===== src/include/dclt_pkg.sv =====
/*
 Constants, types and register map of the closed-loop tuner of the
 frequency-locked loop. Assumes a single clock CLK_I at 25 MHz and a
 reference clock that arrives as a plain asynchronous input.
*/
// Operation
// - Unstable mode keeps tracking drift, locks kept
// - Fine overflow or underflow sets out-of-bounds
// - Slow or stopped reference sets stopped flag
// - Stop detection takes a long count
// - Stopped reference holds tuning, resumes automatically
// - Stopped flag rise raises enabled interrupt
// - Chill cycles on by default, skip measurement
// - Quick lock on by default, relaxed criteria
// - Wake without lose-lock keeps configuration, locks
// - Lose-lock at disable clears locks, relocks
// - Retained locks resume fine tracking after wake
// - Closed-loop select starts regulation to target
// - Coarse and fine lock flags on completion
// - Ratio difference stored each measurement
// - Control writes ignored while not ready
package dclt_pkg;
	// Register offsets
	localparam logic [3:0] DCLT_ADDR_CTRL = 4'h0;
	localparam logic [3:0] DCLT_ADDR_MULT = 4'h1;
	localparam logic [3:0] DCLT_ADDR_VAL = 4'h2;
	localparam logic [3:0] DCLT_ADDR_STATUS = 4'h3;
	localparam logic [3:0] DCLT_ADDR_IRQ_FLAGS = 4'h4;
	localparam logic [3:0] DCLT_ADDR_IRQ_MASK = 4'h5;
	// Control bit positions
	localparam int DCLT_CTRL_ENABLE = 0;
	localparam int DCLT_CTRL_CLOSED = 1;
	localparam int DCLT_CTRL_STABLE = 2;
	localparam int DCLT_CTRL_CCDIS = 3;
	localparam int DCLT_CTRL_QLDIS = 4;
	localparam int DCLT_CTRL_LLAW = 5;
	// Status and interrupt bit positions
	localparam int DCLT_ST_READY = 0;
	localparam int DCLT_ST_OOB = 1;
	localparam int DCLT_ST_LOCKF = 2;
	localparam int DCLT_ST_LOCKC = 3;
	localparam int DCLT_ST_RCS = 4;
	localparam int DCLT_ST_W = 5;
	// Field widths and values
	localparam int DCLT_COARSE_W = 6;
	localparam int DCLT_FINE_W = 10;
	localparam int DCLT_MULT_W = 16;
	localparam int DCLT_CNT_W = 18;
	localparam logic [DCLT_FINE_W-1:0] DCLT_FINE_MAX = 10'h3FF;
	localparam logic [DCLT_FINE_W-1:0] DCLT_FINE_MIN = 10'h000;
	localparam logic [DCLT_FINE_W-1:0] DCLT_FINE_RST = 10'h200;
	localparam logic [DCLT_COARSE_W-1:0] DCLT_COARSE_RST = 6'h1F;
	localparam logic [DCLT_MULT_W-1:0] DCLT_MULT_RST = 16'h05B9;
	localparam logic [7:0] DCLT_CTRL_RST = 8'h00;
	// Largest multiplication factor, and stop timeout 2*max in cycles
	localparam int DCLT_MAX_MULT = 65535;
	localparam int DCLT_STOP_CYCLES = 2 * DCLT_MAX_MULT;
	// Lock: error within tolerance, fine strict and quick, and coarse
	localparam logic [DCLT_CNT_W-1:0] DCLT_TOL_STRICT = 18'h00001;
	localparam logic [DCLT_CNT_W-1:0] DCLT_TOL_QUICK = 18'h00004;
	localparam logic [DCLT_CNT_W-1:0] DCLT_TOL_COARSE = 18'h00040;
	localparam logic [2:0] DCLT_LOCK_HITS = 3'h3;
	// Tuner states, one-hot
	typedef enum logic [3:0] {
		DCLT_OFF = 4'h1,
		DCLT_OPEN = 4'h2,
		DCLT_COARSE = 4'h4,
		DCLT_FINE = 4'h8
	} dclt_state_t;
	// Bus request bundle
	typedef struct packed {
		logic [3:0] addr;
		logic [15:0] wdata;
		logic wr;
		logic rd;
	} dclt_bus_t;
endpackage


===== src/hdl/dclt_tuner.sv =====
/*
 Closed-loop tuner of the frequency-locked loop: measures output cycles
 per reference period, tracks coarse then fine, detects a stopped
 reference and raises a masked interrupt. Assumes CLK_I is the loop
 output clock and the reference arrives asynchronously.
*/
`timescale 1ns/1ps
`default_nettype none
module dclt_tuner (
	input wire logic CLK_I,
	input wire logic NRST_I,
	input wire logic REF_CLK_I,
	input wire logic [3:0] ADDR_I,
	input wire logic [15:0] WDATA_I,
	input wire logic WR_I,
	input wire logic RD_I,
	output logic [15:0] RDATA_O,
	output logic IRQ_O,
	output logic [dclt_pkg::DCLT_COARSE_W-1:0] COARSE_O,
	output logic [dclt_pkg::DCLT_FINE_W-1:0] FINE_O
);
	import dclt_pkg::*;
	localparam logic [DCLT_CNT_W-1:0] STOP_LIM =
		DCLT_CNT_W'(DCLT_STOP_CYCLES);
	dclt_bus_t bus; // Bundled request
	logic ref_lvl; // Synchronised reference
	logic ref_rise; // Reference edge pulse
	logic [7:0] ctrl; // Control register
	logic [DCLT_MULT_W-1:0] mult; // Multiplication factor
	logic [DCLT_COARSE_W-1:0] coarse; // Coarse tuning value
	logic [DCLT_FINE_W-1:0] fine; // Fine tuning value
	logic [DCLT_CNT_W-1:0] cnt; // Output cycles in this period
	logic [DCLT_CNT_W-1:0] stop_cnt; // Cycles since last edge
	logic signed [DCLT_MULT_W:0] diff; // Ratio difference
	logic oob, lockc, lockf, rcs, ready; // Status
	logic [DCLT_ST_W-1:0] flags; // Sticky interrupt flags
	logic [DCLT_ST_W-1:0] mask; // Interrupt mask
	logic rcs_prev, oob_prev, lockc_prev, lockf_prev, rdy_prev;
	logic chill; // Skip next measurement
	logic [2:0] hits; // Consecutive in-tolerance measurements
	logic enable_prev; // Enable bit last cycle
	dclt_state_t state;
	dclt_state_t next_state;

	assign bus = '{addr: ADDR_I, wdata: WDATA_I, wr: WR_I, rd: RD_I};

	// Reference clock enters through two flops
	dclt_sync u_ref_sync (
		.clk_i(CLK_I),
		.nrst_i(NRST_I),
		.async_i(REF_CLK_I),
		.level_o(ref_lvl),
		.rise_o(ref_rise)
	);

	// Decode of writes; ready gates loop control writes
	wire wr_ctrl = bus.wr && bus.addr == DCLT_ADDR_CTRL;
	wire wr_mult = bus.wr && bus.addr == DCLT_ADDR_MULT && ready;
	wire wr_val = bus.wr && bus.addr == DCLT_ADDR_VAL && ready;
	wire wr_mask = bus.wr && bus.addr == DCLT_ADDR_IRQ_MASK;
	wire rd_flags = bus.rd && bus.addr == DCLT_ADDR_IRQ_FLAGS;
	wire ctrl_ok = wr_ctrl && ready;
	wire en = ctrl[DCLT_CTRL_ENABLE];
	wire closed = ctrl[DCLT_CTRL_CLOSED];
	wire stable = ctrl[DCLT_CTRL_STABLE];
	// Chill cycles skip every other measurement unless disabled
	wire chill_on = ~ctrl[DCLT_CTRL_CCDIS];
	// Quick lock widens the fine tolerance unless disabled
	wire [DCLT_CNT_W-1:0] tol =
		ctrl[DCLT_CTRL_QLDIS] ? DCLT_TOL_STRICT : DCLT_TOL_QUICK;
	wire tracking = state == DCLT_COARSE || state == DCLT_FINE;
	// A measurement is a completed reference period, not chilled
	wire measure = tracking && ref_rise && !rcs && !chill;
	wire [DCLT_CNT_W:0] err_w = {1'b0, cnt} - {3'b000, mult};
	wire signed [DCLT_CNT_W:0] err = err_w;
	wire fast = err > 0;
	wire [DCLT_CNT_W:0] mag_w = fast ? err_w : -err_w;
	wire [DCLT_CNT_W-1:0] mag = mag_w[DCLT_CNT_W-1:0];
	wire fine_hi = fine == DCLT_FINE_MAX;
	wire fine_lo = fine == DCLT_FINE_MIN;
	// Overflow attempt when pushing past a bound
	wire fine_clip = measure && state == DCLT_FINE && mag != '0 &&
		((fast && fine_lo) || (!fast && fine_hi));
	// Turning off with lose-lock set drops the locks
	wire turn_off = enable_prev && !en;
	wire lose = turn_off && ctrl[DCLT_CTRL_LLAW];
	wire [DCLT_ST_W-1:0] rise_ev = {rcs & ~rcs_prev, lockc & ~lockc_prev,
		lockf & ~lockf_prev, oob & ~oob_prev, ready & ~rdy_prev};

	// Next state of the tuner
	always_comb begin
		next_state = state;
		case (state)
			DCLT_OFF: begin
				if (en)
					next_state = !closed ? DCLT_OPEN :
						(lockc ? DCLT_FINE : DCLT_COARSE);
			end
			DCLT_OPEN: begin
				if (!en)
					next_state = DCLT_OFF;
				else if (closed)
					next_state = lockc ? DCLT_FINE : DCLT_COARSE;
			end
			DCLT_COARSE: begin
				if (!en)
					next_state = DCLT_OFF;
				else if (!closed)
					next_state = DCLT_OPEN;
				else if (measure && mag <= DCLT_TOL_COARSE)
					next_state = DCLT_FINE;
			end
			DCLT_FINE: begin
				if (!en)
					next_state = DCLT_OFF;
				else if (!closed)
					next_state = DCLT_OPEN;
			end
			default: next_state = DCLT_OFF;
		endcase
	end

	// State, control and loop registers
	always_ff @(posedge CLK_I or negedge NRST_I) begin
		if (!NRST_I) begin
			state <= DCLT_OFF;
			ctrl <= DCLT_CTRL_RST;
			mult <= DCLT_MULT_RST;
			mask <= '0;
			ready <= 1'b0;
			enable_prev <= 1'b0;
		end else begin
			state <= lose ? DCLT_OFF : next_state;
			ready <= 1'b1;
			enable_prev <= en;
			if (ctrl_ok)
				ctrl <= bus.wdata[7:0];
			if (wr_mult)
				mult <= bus.wdata;
			if (wr_mask)
				mask <= bus.wdata[DCLT_ST_W-1:0];
		end
	end

	// Reference period counter and stop detection
	always_ff @(posedge CLK_I or negedge NRST_I) begin
		if (!NRST_I) begin
			cnt <= '0;
			stop_cnt <= '0;
			rcs <= 1'b0;
		end else begin
			if (ref_rise) begin
				// The edge cycle is the first of the new period
				cnt <= {{(DCLT_CNT_W-1){1'b0}}, 1'b1};
				stop_cnt <= '0;
				rcs <= 1'b0;
			end else begin
				if (cnt != '1)
					cnt <= cnt + 1'b1;
				if (stop_cnt != STOP_LIM)
					stop_cnt <= stop_cnt + 1'b1;
				else if (en && closed)
					rcs <= 1'b1;
			end
		end
	end

	// Tuning: coarse search, then fine tracking with saturation
	always_ff @(posedge CLK_I or negedge NRST_I) begin
		if (!NRST_I) begin
			coarse <= DCLT_COARSE_RST;
			fine <= DCLT_FINE_RST;
			diff <= '0;
			chill <= 1'b0;
			hits <= '0;
			lockc <= 1'b0;
			lockf <= 1'b0;
			oob <= 1'b0;
		end else begin
			if (lose) begin
				lockc <= 1'b0;
				lockf <= 1'b0;
				hits <= '0;
			end
			if (wr_val && !tracking) begin
				coarse <= bus.wdata[15:10];
				fine <= bus.wdata[9:0];
			end
			if (tracking && ref_rise && !rcs)
				chill <= chill_on && !chill;
			if (measure) begin
				diff <= err[DCLT_MULT_W:0];
				if (state == DCLT_COARSE) begin
					if (mag <= DCLT_TOL_COARSE)
						lockc <= 1'b1;
					else if (fast && coarse != '0)
						coarse <= coarse - 1'b1;
					else if (!fast && coarse != '1)
						coarse <= coarse + 1'b1;
				end else if (!stable) begin
					// Drift tracked every measurement
					if (fast && !fine_lo && mag != '0)
						fine <= fine - 1'b1;
					else if (!fast && !fine_hi && mag != '0)
						fine <= fine + 1'b1;
					if (mag <= tol) begin
						if (hits != DCLT_LOCK_HITS)
							hits <= hits + 1'b1;
						else
							lockf <= 1'b1;
					end else if (!lockf) begin
						hits <= '0;
					end
				end
				// Out of bounds set by each measurement that pushes past a limit
				oob <= fine_clip;
			end
		end
	end

	// Sticky flags: set wins over clear-on-read
	always_ff @(posedge CLK_I or negedge NRST_I) begin
		if (!NRST_I) begin
			flags <= '0;
			{rcs_prev, oob_prev, lockc_prev, lockf_prev, rdy_prev} <= '0;
		end else begin
			flags <= (rd_flags ? '0 : flags) | rise_ev;
			{rcs_prev, oob_prev, lockc_prev, lockf_prev, rdy_prev} <=
				{rcs, oob, lockc, lockf, ready};
		end
	end

	// Read mux
	wire [DCLT_ST_W-1:0] status = {rcs, lockc, lockf, oob, ready};
	wire [15:0] rd_mux =
		bus.addr == DCLT_ADDR_CTRL ? {8'h00, ctrl} :
		bus.addr == DCLT_ADDR_MULT ? mult :
		bus.addr == DCLT_ADDR_VAL ? {coarse, fine} :
		bus.addr == DCLT_ADDR_STATUS ? {11'h000, status} :
		bus.addr == DCLT_ADDR_IRQ_FLAGS ? {11'h000, flags} :
		bus.addr == DCLT_ADDR_IRQ_MASK ? {11'h000, mask} : 16'h0000;

	// Registered outputs
	always_ff @(posedge CLK_I or negedge NRST_I) begin
		if (!NRST_I) begin
			RDATA_O <= 16'h0000;
			IRQ_O <= 1'b0;
			COARSE_O <= DCLT_COARSE_RST;
			FINE_O <= DCLT_FINE_RST;
		end else begin
			RDATA_O <= bus.rd ? rd_mux : 16'h0000;
			IRQ_O <= |(((rd_flags ? '0 : flags) | rise_ev) & mask);
			COARSE_O <= coarse;
			FINE_O <= fine;
		end
	end
endmodule
`default_nettype wire


===== src/hdl/dclt_sync.sv =====
/*
 Two-flop synchroniser with rising edge detect on the second stage.
 Assumes an input asynchronous to clk_i.
*/
`timescale 1ns/1ps
`default_nettype none
module dclt_sync (
	input wire logic clk_i,
	input wire logic nrst_i,
	input wire logic async_i,
	output logic level_o,
	output logic rise_o
);
	logic meta; // First stage, read only by second
	logic sync; // Second stage
	logic prev; // Delayed copy for edge detect
	// Synchronise and detect rising edge
	always_ff @(posedge clk_i or negedge nrst_i) begin
		if (!nrst_i) begin
			meta <= 1'b0;
			sync <= 1'b0;
			prev <= 1'b0;
		end else begin
			meta <= async_i;
			sync <= meta;
			prev <= sync;
		end
	end
	assign level_o = sync;
	assign rise_o = sync & ~prev;
endmodule
`default_nettype wire


===== config.mk =====
export PLATFORM = sky130hd
export DESIGN_NAME = dclt_tuner
export DESIGN_NICKNAME = d
export VERILOG_FILES = /design/src/include/dclt_pkg.sv /design/src/hdl/dclt_tuner.sv /design/src/hdl/dclt_sync.sv
export SDC_FILE = /design/constraint.sdc
export NUM_CORES = 1
export LEC_CHECK = 0
export BUFFER_PORTS_ARGS = -buffer_cell sky130_fd_sc_hd__clkbuf_2
export CAP_MARGIN = 20
export CORE_ASPECT_RATIO = 0.8
export CORE_MARGIN = 8
export CORE_UTILIZATION = 45
export DETAILED_ROUTE_END_ITERATION = 10
export HOLD_SLACK_MARGIN = 0.03
export PLACE_DENSITY_LB_ADDON = 0.15
export SYNTH_ARGS = -nofsm -noshare
export SYNTH_HDL_FRONTEND = slang
export SYNTH_SLANG_ARGS = --single-unit
export TNS_END_PERCENT = 5

===== constraint.sdc =====
create_clock -name CLK_I -period 7.9 [get_ports CLK_I]
set_clock_uncertainty 0.15 [all_clocks]
set_input_delay 0.79 -clock CLK_I [delete_from_list [all_inputs] [get_ports CLK_I]]
set_output_delay 0.79 -clock CLK_I [all_outputs]
set_load 0.02 [all_outputs]

==> metrics.md, run 1 <==
| Metric | Value |
|---|---|
| Status | `complete, no violations` |
| # Post-CTS Setup Buffers | `0` |
| Post-place setup slack | `2.41 ns` |
| Slowest cell on crit path | `a21oi_2` |
| H-tree lvl count | `4` |
| Unrepaired setup endpoints after global routing | `false` |
| Clock share of power | `a little under a third` |
| CP startpoint kind | `flop` |
| Die H | `between 100 and 150 um` |
| WS Path Type | `reg -> reg` |
| Core ar. | `slightly below 0.02 mm2` |
| Fill count | `approximately 1900` |
| Layout cells sized above 1 | `between 10% and 20%` |
| Power per cell area | `about 260 mW/mm2` |
| CP Capture Type | `flop` |
| Worst hold path depth | `0` |
| Largest net degree at the start of global routing | `between 70 and 80` |
| Levels on crit path | `15` |
| Max Cap Viol | `0` |
| Post-synth EDFFs | `0` |
| CP max FO | `25` |
| Most numerous cell on the critical path | `a211oi_2` |
| Nets | `roughly 1100` |
| Synth top area share | `33.9%` |
| Mean Syn Cell Area | `8.76 um2` |
| Die Footprint | `between 0.02 and 0.025 mm2` |
| Area grow syn2layout | `11.8%` |
| Sw Pwr | `~990 uW` |
| Reg clk slew, reported paths | `approximately 0.060 ns` |
| Die width | `around 170 um` |
| Achievable Freq | `approximately 180 MHz` |
| Synth warn | `0` |
| Fin cells | `1329` |
| First-pass GRT wire length | `roughly 40 mm` |
| Port bufs | `57` |
| Sequential share of power | `approximately two fifths` |
| Via count | `a little under 8000` |
| Tmin final | `5.55 ns` |
| Critical Path RT | `slightly above 8 ns` |
| DRT iter0 DRCs | `slightly below 700` |
| Routed wire length | `24.8 mm` |
| DRC errors left | `0` |
| Int Pwr | `approximately 1600 uW` |
| CP delay by family, top | `compound AO/OA/AOI/OAI gates` |
| Worst slew pin tran | `about 1.1 ns` |
| Distinct cells, synth | `84` |
| Slowest stage delay, CP | `around 0.84 ns` |
| Reg area | `between 0.003 and 0.004 mm2` |
| Worst VDD drop | `0.107 mV` |
| DR pass1 iterations | `5` |
| Ys flop type | `dfrtp_1` |
| Final period utilization | `approximately 70%` |
| Mapped Cells | `approximately 1000` |
| CTS Hold Bufs | `0` |
| Post-synth ARST share | `100%` |
| Final setup vio count | `0` |
| DR WL/cell | `between 15 and 20 um` |
| Post-DP HPWL | `roughly 18 mm` |
| Antenna Violating Nets Remaining | `0` |
| Arrival time worst endpoint | `~5.8 ns` |
| Slew margin rel. | `between 20% and 30%` |
| Initial antenna violation count | `0` |
| Worst-Skew Late Latency | `0.43 ns` |
| Comb pwr share | `a little under a third` |
| Ant diodes | `0` |
| DR vias/cell | `5.89` |
| Worst r2r path cells | `15` |
| Syn Nets | `approximately 1100` |
| Post-synthesis sequential area ratio | `between 30% and 40%` |
| Vias in the first global route | `just over 7000` |
| Flop and latch count out of synthesis | `about 140` |
| Sink Count | `~140` |
| Final hold violations | `0` |
| Leak | `roughly 0.0043 uW` |
| Initial Util | `between 40% and 50%` |
| Final core utilization | `between 50% and 60%` |
| # IOs | `58` |
| Synthesized cell area | `0.00892 mm2` |
| Total track usage | `between 20% and 30%` |
| Multi-input gate area | `roughly 0.005 mm2` |
| CTS tree | `done` |
| Longest Clk Path Bufs | `2` |
| Placer congestion estimate | `~0.9` |
| Cell taking the most area after synthesis | `dfrtp_1` |
| CP Buf/Inv Count | `1` |
| Setup TNS | `0 ns` |
| Final max-slew violation count | `0` |
| Resize count post-CTS | `0` |
| Sw frac | `about two fifths` |
| Root Buffer | `clkbuf_16` |
| Hold Path Class | `reg -> reg` |
| Cts bufs inserted | `17` |
| Overflow after GRT | `0` |
| Synth top area cells | `dfrtp_1 34%, dfstp_2 5.9%, nand2_1 5.6%` |
| Hold WS | `0.202 ns` |
| Final worst slack | `2.35 ns` |
| Post-Place Cells | `1297` |
| Cell Chain, Critical Path | `ha_1, inv_1, fa_1, a21o_1, a221o_2, a2111oi_0, a211oi_2, nand3_2, nor4_4, a21oi_2, nand4_1, a211oi_2, o21ai_2, or4_1, nand3_1` |
| Row cnt | `46` |
Yosys cell counts, drive strengths merged (9+ instances only):
| master | n |
|---|---|
| a211oi | 17 |
| a21o | 9 |
| a21oi | 70 |
| a22oi | 20 |
| a31oi | 10 |
| and3 | 19 |
| and4 | 12 |
| clkbuf | 41 |
| dfrtp | 121 |
| dfstp | 20 |
| ha | 30 |
| inv | 49 |
| mux2 | 16 |
| mux2i | 14 |
| nand2 | 134 |
| nand2b | 14 |
| nand3 | 27 |
| nand4 | 18 |
| nor2 | 88 |
| nor3 | 23 |
| nor4 | 9 |
| o211ai | 11 |
| o21ai | 63 |
| or3 | 13 |
| xnor2 | 16 |
| xor2 | 24 |
state kept, by name, indices dropped and copies added (netlist names), 5 cells and up:
register	flops
cnt	18
stop_cnt	18
RDATA_O	16
mult	16
FINE_O	10
fine	10
ctrl	8
COARSE_O	6
coarse	6
flags	5
mask	5
power groups by stage:
stage	Combinational, uW	Sequential, uW	Clock (uW)
finish	801	991	773
detailed placement	792	1000	0
global placement	794	999	0
floorplan	612	960	0
global route	899	1010	821
CTS	799	988	790
kinds of logic (layout without fill, tap and decap cells):
group | after synthesis | after routing | synth area share (%)
AOI/OAI and AO/OA | 286 | 286 | 22.0
xor gates and xnor gates | 40 | 40 | 4.01
adders and majority gates | 31 | 31 | 4.43
buffers and inverters | 96 | 142 | 4.18
DFF | 141 | 141 | 39.8
muxes | 30 | 30 | 3.59
other | 1 | 1 | 0.0420
and+or+nand+nor | 394 | 394 | 22.0
stage by stage:
stage | instance area (um2) | power (uW)
after floorplan | 8920 | 1570
after global placement | 9410 | 1790
after detailed placement | 9410 | 1790
after CTS | 9970 | 2580
after global routing | 9970 | 2730
final | 9970 | 2570
placed cells by master, fill, tap and decap left out, drive strengths merged, types with 6 or more instances in the layout:
| cell type | instances |
|---|---|
| a21o | 9 |
| o2bb2ai | 6 |
| a22oi | 20 |
| o21ai | 63 |
| xor2 | 24 |
| a31oi | 10 |
| xnor2 | 16 |
| a221oi | 8 |
| nor2 | 88 |
| inv | 56 |
| nand2 | 134 |
| mux2 | 16 |
| or3 | 13 |
| nor3 | 23 |
| dfstp | 20 |
| nand2b | 14 |
| ha | 30 |
| a211oi | 17 |
| o22ai | 8 |
| and4 | 12 |
| a2111oi | 7 |
| o211ai | 11 |
| nor2b | 7 |
| and3 | 19 |
| a21oi | 70 |
| dfrtp | 121 |
| nor4 | 9 |
| mux2i | 14 |
| nand4 | 18 |
| nand3 | 27 |
| clkbuf | 74 |
| a32oi | 6 |
| o31ai | 8 |
worst paths after layout:
check | from | end | slack (ns)
max | mult[0] | state[3] | 2.35
min | u_ref_sync.meta | u_ref_sync.level_o | 0.20
max reg2reg | mult[0] | state[3] | 2.35
min reg2reg | u_ref_sync.meta | u_ref_sync.level_o | 0.20
max in group asynchronous | NRST_I | cnt[0] | 5.99
min in group asynchronous | NRST_I | RDATA_O[7] | 0.21
final cells by class:
cell class / instances / share of cell area, %
well taps: 264 / 3.31
inverters: 49 / 1.84
flip-flops and latches: 141 / 35.6
multi-input cells: 782 / 50.3
clock buffers: 18 / 4.40
clock inverters: 14 / 1.25
repair buffers: 61 / 3.22
metal layers:
metal | track usage, % | vias to the layer above | wire length [um]
met4 | 5.25 | 0 | 285
met1 | 29.5 | 3817 | 12300
met5 | 0 | - | 0
met2 | 30.6 | 198 | 11000
li1 | - | 3783 | -
met3 | 4.08 | 24 | 1240
No activity file was read; power rests on OpenSTA's default activity.
==> run 2, diff against run 1 <==
==> constraint.sdc (replaced) <==
create_clock -name CLK_I -period 5 [get_ports CLK_I]
set_clock_uncertainty 0.15 [all_clocks]
set_input_delay 0.5 -clock CLK_I [delete_from_list [all_inputs] [get_ports CLK_I]]
set_output_delay 0.5 -clock CLK_I [all_outputs]
set_load 0.02 [all_outputs]
==> metrics.md, run 2 (synthesis gave the netlist of run 1 again) <==
| Metric | Value |
|---|---|
| Status | `finished with violations (was complete, no violations)` |
| Violated checks | `negative hold slack` |
| Initial antenna violation count | `0 (unchanged)` |
| Worst VDD drop | `0.256 mV (was 0.107 mV)` |
| CP Buf/Inv Count | `4 (was 1)` |
| Final period utilization | `96.8% (was 70.2%)` |
| Fin cells | `1357 (was 1329)` |
| Hold Path Class | `in -> async (was reg -> reg)` |
| # IOs | `58 (unchanged)` |
| Row cnt | `46 (unchanged)` |
| Most frequent cells in the layout | `134 x nand2_1, 121 x dfrtp_1, 88 x nor2_1, 66 x a21oi_1, 57 x o21ai_0 (was 134 x nand2_1, 121 x dfrtp_1, 88 x nor2_1, 67 x a21oi_1, 58 x o21ai_0)` |
| Worst slew pin tran | `0.972 ns (was 1.10 ns)` |
| CP startpoint kind | `flop (unchanged)` |
| Worst r2r path cells | `18 (was 15)` |
| CP Capture Type | `flop (unchanged)` |
| Leak | `0.00452 uW (was 0.00435 uW)` |
| DR vias/cell | `5.93 (was 5.89)` |
| Via count | `8047 (was 7822)` |
| DRT met1 WL | `12.4 mm (was 12.3 mm)` |
| Final max-slew violation count | `0 (unchanged)` |
| Slowest stage delay, CP | `0.57 ns (was 0.84 ns)` |
| Root Buffer | `clkbuf_16 (unchanged)` |
| Multi-input gate area | `0.00509 mm2 (was 0.00502 mm2)` |
| Design area | `0.0103 mm2 (was 0.00997 mm2)` |
| Slew margin rel. | `33.5% (was 26.5%)` |
| Total track usage | `20.6% (was 20.4%)` |
| DRT iter0 DRCs | `696 (was 695)` |
| Most numerous cell on the critical path | `buf_4 (was a211oi_2)` |
| Sink Count | `141 (unchanged)` |
| DR WL/cell | `18.8 um (was 18.7 um)` |
| Critical Path RT | `5.16 ns (was 8.11 ns)` |
| Reg clk slew, reported paths | `0.07 ns (was 0.06 ns)` |
| DRC errors left | `0 (unchanged)` |
| Reg2reg setup slack | `0.16 ns (was 2.35 ns)` |
| Arrival time worst endpoint | `5.00 ns (was 5.76 ns)` |
| Max Cap Viol | `0 (unchanged)` |
| Worst-Skew Late Latency | `0.43 ns (about the same)` |
| Hold WS | `-0.0245 ns (was 0.202 ns)` |
| Port bufs | `57 (unchanged)` |
| Achievable Freq | `207 MHz (was 180 MHz)` |
| Post-Place Cells | `1320 (was 1297)` |
| Leading cell type in the layout, fill and taps excluded | `nand2_1 (unchanged)` |
| Area grow syn2layout | `15.5% (was 11.8%)` |
| Die Footprint | `0.0246 mm2 (unchanged)` |
| Met2 WL post-DR | `11.1 mm (was 11.0 mm)` |
| Final hold violations | `5 (was 0)` |
| Die H | `142 um (unchanged)` |
| CP max FO | `10 (was 25)` |
| Regs by FF count | `cnt x18, stop_cnt x18 (unchanged)` |
| Antenna Violating Nets Remaining | `0 (unchanged)` |
| H-tree lvl count | `4 (unchanged)` |
| DR top layer | `met4 (unchanged)` |
| DR pass1 iterations | `5 (unchanged)` |
| CP delay by family, top | `compound AO/OA/AOI/OAI gates (unchanged)` |
| Layout cells sized above 1 | `17.9% (was 14.9%)` |
| Reg-to-reg startpoint | `mult[0] (unchanged)` |
| Cell Chain, Critical Path | `ha_1, inv_1, fa_2, a21o_1, a221o_2, a31oi_4, xor2_4, buf_12, nand3_1, nor4_4, a21oi_2, buf_4, or3b_1, a31oi_1, o2111ai_2, buf_4, a21oi_1, o22ai_1 (was ha_1, inv_1, fa_1, a21o_1, a221o_2, a2111oi_0, a211oi_2, nand3_2, nor4_4, a21oi_2, nand4_1, a211oi_2, o21ai_2, or4_1, nand3_1)` |
| Reg-to-reg endpoint | `hits[1] (was state[3])` |
| Slowest cell on crit path | `dfstp_2 (was a21oi_2)` |
| Ant diodes | `0 (unchanged)` |
| Met3 WL post-DR | `1.59 mm (was 1.24 mm)` |
| Levels on crit path | `18 (was 15)` |
| Largest net degree at the start of global routing | `98 (was 76)` |
| Power per cell area | `413 mW/mm2 (was 257 mW/mm2)` |
| Tmin final | `4.84 ns (was 5.55 ns)` |
| First-pass GRT wire length | `40.8 mm (was 40.4 mm)` |
| Longest Clk Path Bufs | `2 (unchanged)` |
| Reg area | `0.00355 mm2 (unchanged)` |
| CTS tree | `done (unchanged)` |
| Final worst slack | `0.161 ns (was 2.35 ns)` |
| Core ar. | `0.0196 mm2 (unchanged)` |
| Final setup vio count | `0 (unchanged)` |
| Placed cell area | `0.00957 mm2 (was 0.00941 mm2)` |
| Cts bufs inserted | `17 (unchanged)` |
| Unrepaired setup endpoints after global routing | `true (was false)` |
| Die width | `173 um (unchanged)` |
| WS Path Type | `reg -> reg (unchanged)` |
| Placer congestion estimate | `0.917 (was 0.915)` |
| Routed wire length | `25.5 mm (was 24.8 mm)` |
| Post-place setup slack | `0.0587 ns (was 2.41 ns)` |
| Post-DP HPWL | `18.9 mm (was 18.3 mm)` |
| Vias in the first global route | `7373 (was 7279)` |
| Nets | `1136 (was 1108)` |
| Initial Util | `45.5% (unchanged)` |
| Fill count | `1856 (was 1891)` |
| Overflow after GRT | `0 (unchanged)` |
[run 2: cell count changes in the layout (fill, tap and decap cells not counted), sizes merged]
cell         delta
buf            +27
clkinvlp        -2
inv             +2
bufinv          +1
clkbuf          -1
dlygate4sd3     +1
[run 2: worst register-to-register path, cell delays in order, from the launching register on]
cell and delay [ns]:
dfstp_2 0.57, ha_1 0.17, inv_1 0.06, fa_2 0.37, a21o_1 0.24, a221o_2 0.48
a31oi_4 0.25, xor2_4 0.24, buf_12 0.14, nand3_1 0.14, nor4_4 0.35, a21oi_2 0.15
buf_4 0.20, or3b_1 0.34, a31oi_1 0.23, o2111ai_2 0.18, buf_4 0.20, a21oi_1 0.17
o22ai_1 0.10
[run 2: worst max path at each step]
| stage | from | to | slack [ns] |
|---|---|---|---|
| 2_1_floorplan | mult[0] | hits[2] | 0.07 |
| 3_3_place_gp | mult[0] | fine[8] | 0.17 |
| 3_5_place_dp | mult[0] | state[3] | 0.06 |
| 4_1_cts | mult[0] | state[3] | 0.05 |
| 5_1_grt | mult[0] | hits[0] | -0.06 |
| 6_report | mult[0] | hits[1] | 0.16 |
[run 2: where the power goes]
| group | internal, uW | leakage (uW) | switching, uW |
|---|---|---|---|
| Combinational | 545 | 0.00246 | 834 |
| Clock | 714 | 0.000292 | 584 |
| Sequential | 1340 | 0.00177 | 237 |
| Total | 2600 | 0.00452 | 1650 |
[run 2: repair_timing]
action                                  4_1_cts  5_1_grt
resized for setup                             0       15
endpoints found under the hold margin         1        0
endpoints found under the setup margin        0       22
buffers inserted                              0        4
hold buffers                                  1        0
[run 2: per-layer routing]
| metal | GRT usage (%) | up-vias |
|---|---|---|
| li1 | - | 3842 |
| met1 | 30.1 | 3900 |
| met2 | 30.4 | 272 |
| met3 | 4.27 | 33 |
| met4 | 5.48 | 0 |
| met5 | 0 | - |
[run 2: layout make-up]
cell class	instances	share of cell area, %
clock buffers	17	4.13
clock inverters	15	1.68
inverters	49	1.78
multi-input cells	782	49.4
flip-flops and latches	141	34.5
well taps	264	3.21
repair buffers	89	5.31
[run 2: per-stage QoR]
stage | hold WS (ns) | power, uW | utilization, % | setup TNS [ns]
final | -0.0245 | 4250 | 52.5 | 0
after global routing | 0.0571 | 4490 | 52.5 | -0.151
after CTS | 0.0602 | 4210 | 51.9 | 0
after detailed placement | 0.187 | 2910 | 48.8 | 0
after global placement | 0.184 | 2890 | 48.8 | 0
after floorplan | 0.0544 | 2480 | - | 0
==> run 3, diff against run 2 <==
--- a/config.mk
+++ b/config.mk
@@ -9,7 +9,7 @@
 export CAP_MARGIN = 20
 export CORE_ASPECT_RATIO = 0.8
 export CORE_MARGIN = 8
-export CORE_UTILIZATION = 45
+export CORE_UTILIZATION = 56
 export DETAILED_ROUTE_END_ITERATION = 10
 export HOLD_SLACK_MARGIN = 0.03
 export PLACE_DENSITY_LB_ADDON = 0.15
==> metrics.md, run 3 (synthesis gave the netlist of run 1 again) <==
| Metric | Value |
|---|---|
| Status | `complete, no violations (was finished with violations)` |
| Nets | `1138 (was 1136)` |
| Cts bufs inserted | `17 (unchanged)` |
| Area grow syn2layout | `14.8% (was 15.5%)` |
| Longest Clk Path Bufs | `2 (unchanged)` |
| H-tree lvl count | `4 (unchanged)` |
| Tmin final | `4.85 ns (was 4.84 ns)` |
| Post-DP HPWL | `18.4 mm (was 18.9 mm)` |
| # IOs | `58 (unchanged)` |
| Final period utilization | `97.0% (was 96.8%)` |
| Critical Path RT | `5.16 ns (about the same)` |
| Row cnt | `41 (was 46)` |
| Final hold violations | `0 (was 5)` |
| Overflow after GRT | `0 (unchanged)` |
| Worst slew pin tran | `0.898 ns (was 0.972 ns)` |
| Final setup vio count | `0 (unchanged)` |
| Final max-slew violation count | `0 (unchanged)` |
| Core ar. | `0.0157 mm2 (was 0.0196 mm2)` |
| Ant diodes | `0 (unchanged)` |
| Placed cell area | `0.00953 mm2 (was 0.00957 mm2)` |
| DR WL/cell | `19.1 um (was 18.8 um)` |
| WS Path Type | `reg -> reg (unchanged)` |
| Port bufs | `57 (unchanged)` |
| DR vias/cell | `6.26 (was 5.93)` |
| Achievable Freq | `206 MHz (was 207 MHz)` |
| CP startpoint kind | `flop (unchanged)` |
| Die Footprint | `0.0203 mm2 (was 0.0246 mm2)` |
| DRC errors left | `0 (unchanged)` |
| Die H | `129 um (was 142 um)` |
| Most frequent cells in the layout | `134 x nand2_1, 121 x dfrtp_1, 88 x nor2_1, 66 x a21oi_1, 57 x o21ai_0 (unchanged)` |
| Reg clk slew, reported paths | `0.06 ns (was 0.07 ns)` |
| Via count | `8201 (was 8047)` |
| Fin cells | `1310 (was 1357)` |
| Setup TNS | `0 ns (unchanged)` |
| Slew margin rel. | `38.6% (was 33.5%)` |
| CTS tree | `done (unchanged)` |
| CP max FO | `7 (was 10)` |
| Max Cap Viol | `0 (unchanged)` |
| Leak | `0.00451 uW (was 0.00452 uW)` |
| Antenna Violating Nets Remaining | `0 (unchanged)` |
| Sink Count | `141 (unchanged)` |
| Root Buffer | `clkbuf_16 (unchanged)` |
| Die width | `157 um (was 173 um)` |
| Vias in the first global route | `7332 (was 7373)` |
| Fill count | `1313 (was 1856)` |
| Largest net degree at the start of global routing | `105 (was 98)` |
| Post-Place Cells | `1274 (was 1320)` |
| Leading cell type in the layout, fill and taps excluded | `nand2_1 (unchanged)` |
| First-pass GRT wire length | `39.5 mm (was 40.8 mm)` |
| Hold Path Class | `in -> async (unchanged)` |
| Unrepaired setup endpoints after global routing | `true (unchanged)` |
| Worst VDD drop | `0.302 mV (was 0.256 mV)` |
| Power per cell area | `408 mW/mm2 (was 413 mW/mm2)` |
| Regs by FF count | `cnt x18, stop_cnt x18 (unchanged)` |
| Initial antenna violation count | `0 (unchanged)` |
| CP Capture Type | `flop (unchanged)` |
| Tot Pwr | `4180 uW (was 4250 uW)` |
| DR pass1 iterations | `7 (was 5)` |
| Initial Util | `56.8% (was 45.5%)` |
| Placer congestion estimate | `0.932 (was 0.917)` |
| Arrival time worst endpoint | `5.01 ns (was 5.00 ns)` |
| DRT iter0 DRCs | `741 (was 696)` |
| Routed wire length | `25.0 mm (was 25.5 mm)` |
| Total track usage | `25.0% (was 20.6%)` |
| Design area | `0.0102 mm2 (was 0.0103 mm2)` |
| Layout cells sized above 1 | `18.2% (was 17.9%)` |
| Worst-Skew Late Latency | `0.43 ns (about the same)` |
-- run 3: cell type report --
type	count	area, um2	share of cell area (%)
multi-input combinational	782	5120	50.0
sequential	141	3550	34.7
timing repair buffer	91	549	5.36
clock buffer	18	429	4.19
tap	215	269	2.63
inverter	49	184	1.80
clock inverter	14	135	1.32
-- run 3: worst max-delay path, cell delays in order (launching register included) --
cell and delay, ns:
dfstp_2 0.55, ha_1 0.16, inv_1 0.05, fa_2 0.37, a21o_1 0.22, a221o_2 0.47
a21oi_2 0.26, xor2_2 0.24, o21ai_2 0.15, or4_4 0.57, o32ai_4 0.16, o211ai_1 0.19
a211oi_2 0.45, a211oi_1 0.14, buf_4 0.19, a221oi_1 0.30, o21ai_1 0.09
-- run 3: report_power, final --
group / internal [uW] / total [uW] / switching [uW]
Combinational: 543 / 1400 / 856
Clock: 693 / 1220 / 531
Sequential: 1340 / 1560 / 217
Total: 2580 / 4180 / 1600
-- run 3: timing repair --
item | 4_1_cts | 5_1_grt
buffers inserted | 0 | 3
hold buffers | 1 | 0
resized for setup | 0 | 20
endpoints found under the hold margin | 1 | 0
setup endpoints to repair | 0 | 23
-- run 3: through the flow --
stage | hold WS (ns) | util [%] | setup WS (ns)
2_1_floorplan | 0.0544 | - | 0.0723
3_3_place_gp | 0.187 | 60.7 | 0.201
3_5_place_dp | 0.190 | 60.7 | 0.106
4_1_cts | 0.0827 | 64.4 | 0.0628
5_1_grt | 0.119 | 65.3 | -0.0751
6_report | 0.0293 | 65.3 | 0.152
-- run 3: worst paths after layout --
path,cells past startpoint,slack (ns),start,to
hold reg to reg,0,0.21,u_ref_sync.meta,u_ref_sync.level_o
setup reg to reg,16,0.15,mult[0],fine[5]
min in group CLK_I,3,0.15,WDATA_I[8],mult[8]
setup / recovery,16,0.15,mult[0],fine[5]
max in group asynchronous,2,3.60,NRST_I,COARSE_O[4]
hold / removal,1,0.03,NRST_I,RDATA_O[7]
-- run 3: per-layer routing --
| metal | share of wire [%] | wire length (um) | vias up | global-route usage, % |
|---|---|---|---|---|
| met5 | 0 | 0 | - | 0 |
| met3 | 9.1 | 2270 | 33 | 5.73 |
| met4 | 1.5 | 370 | 0 | 6.15 |
| met2 | 43 | 10700 | 378 | 36.4 |
| met1 | 47 | 11700 | 3927 | 36.7 |
| li1 | - | - | 3863 | - |
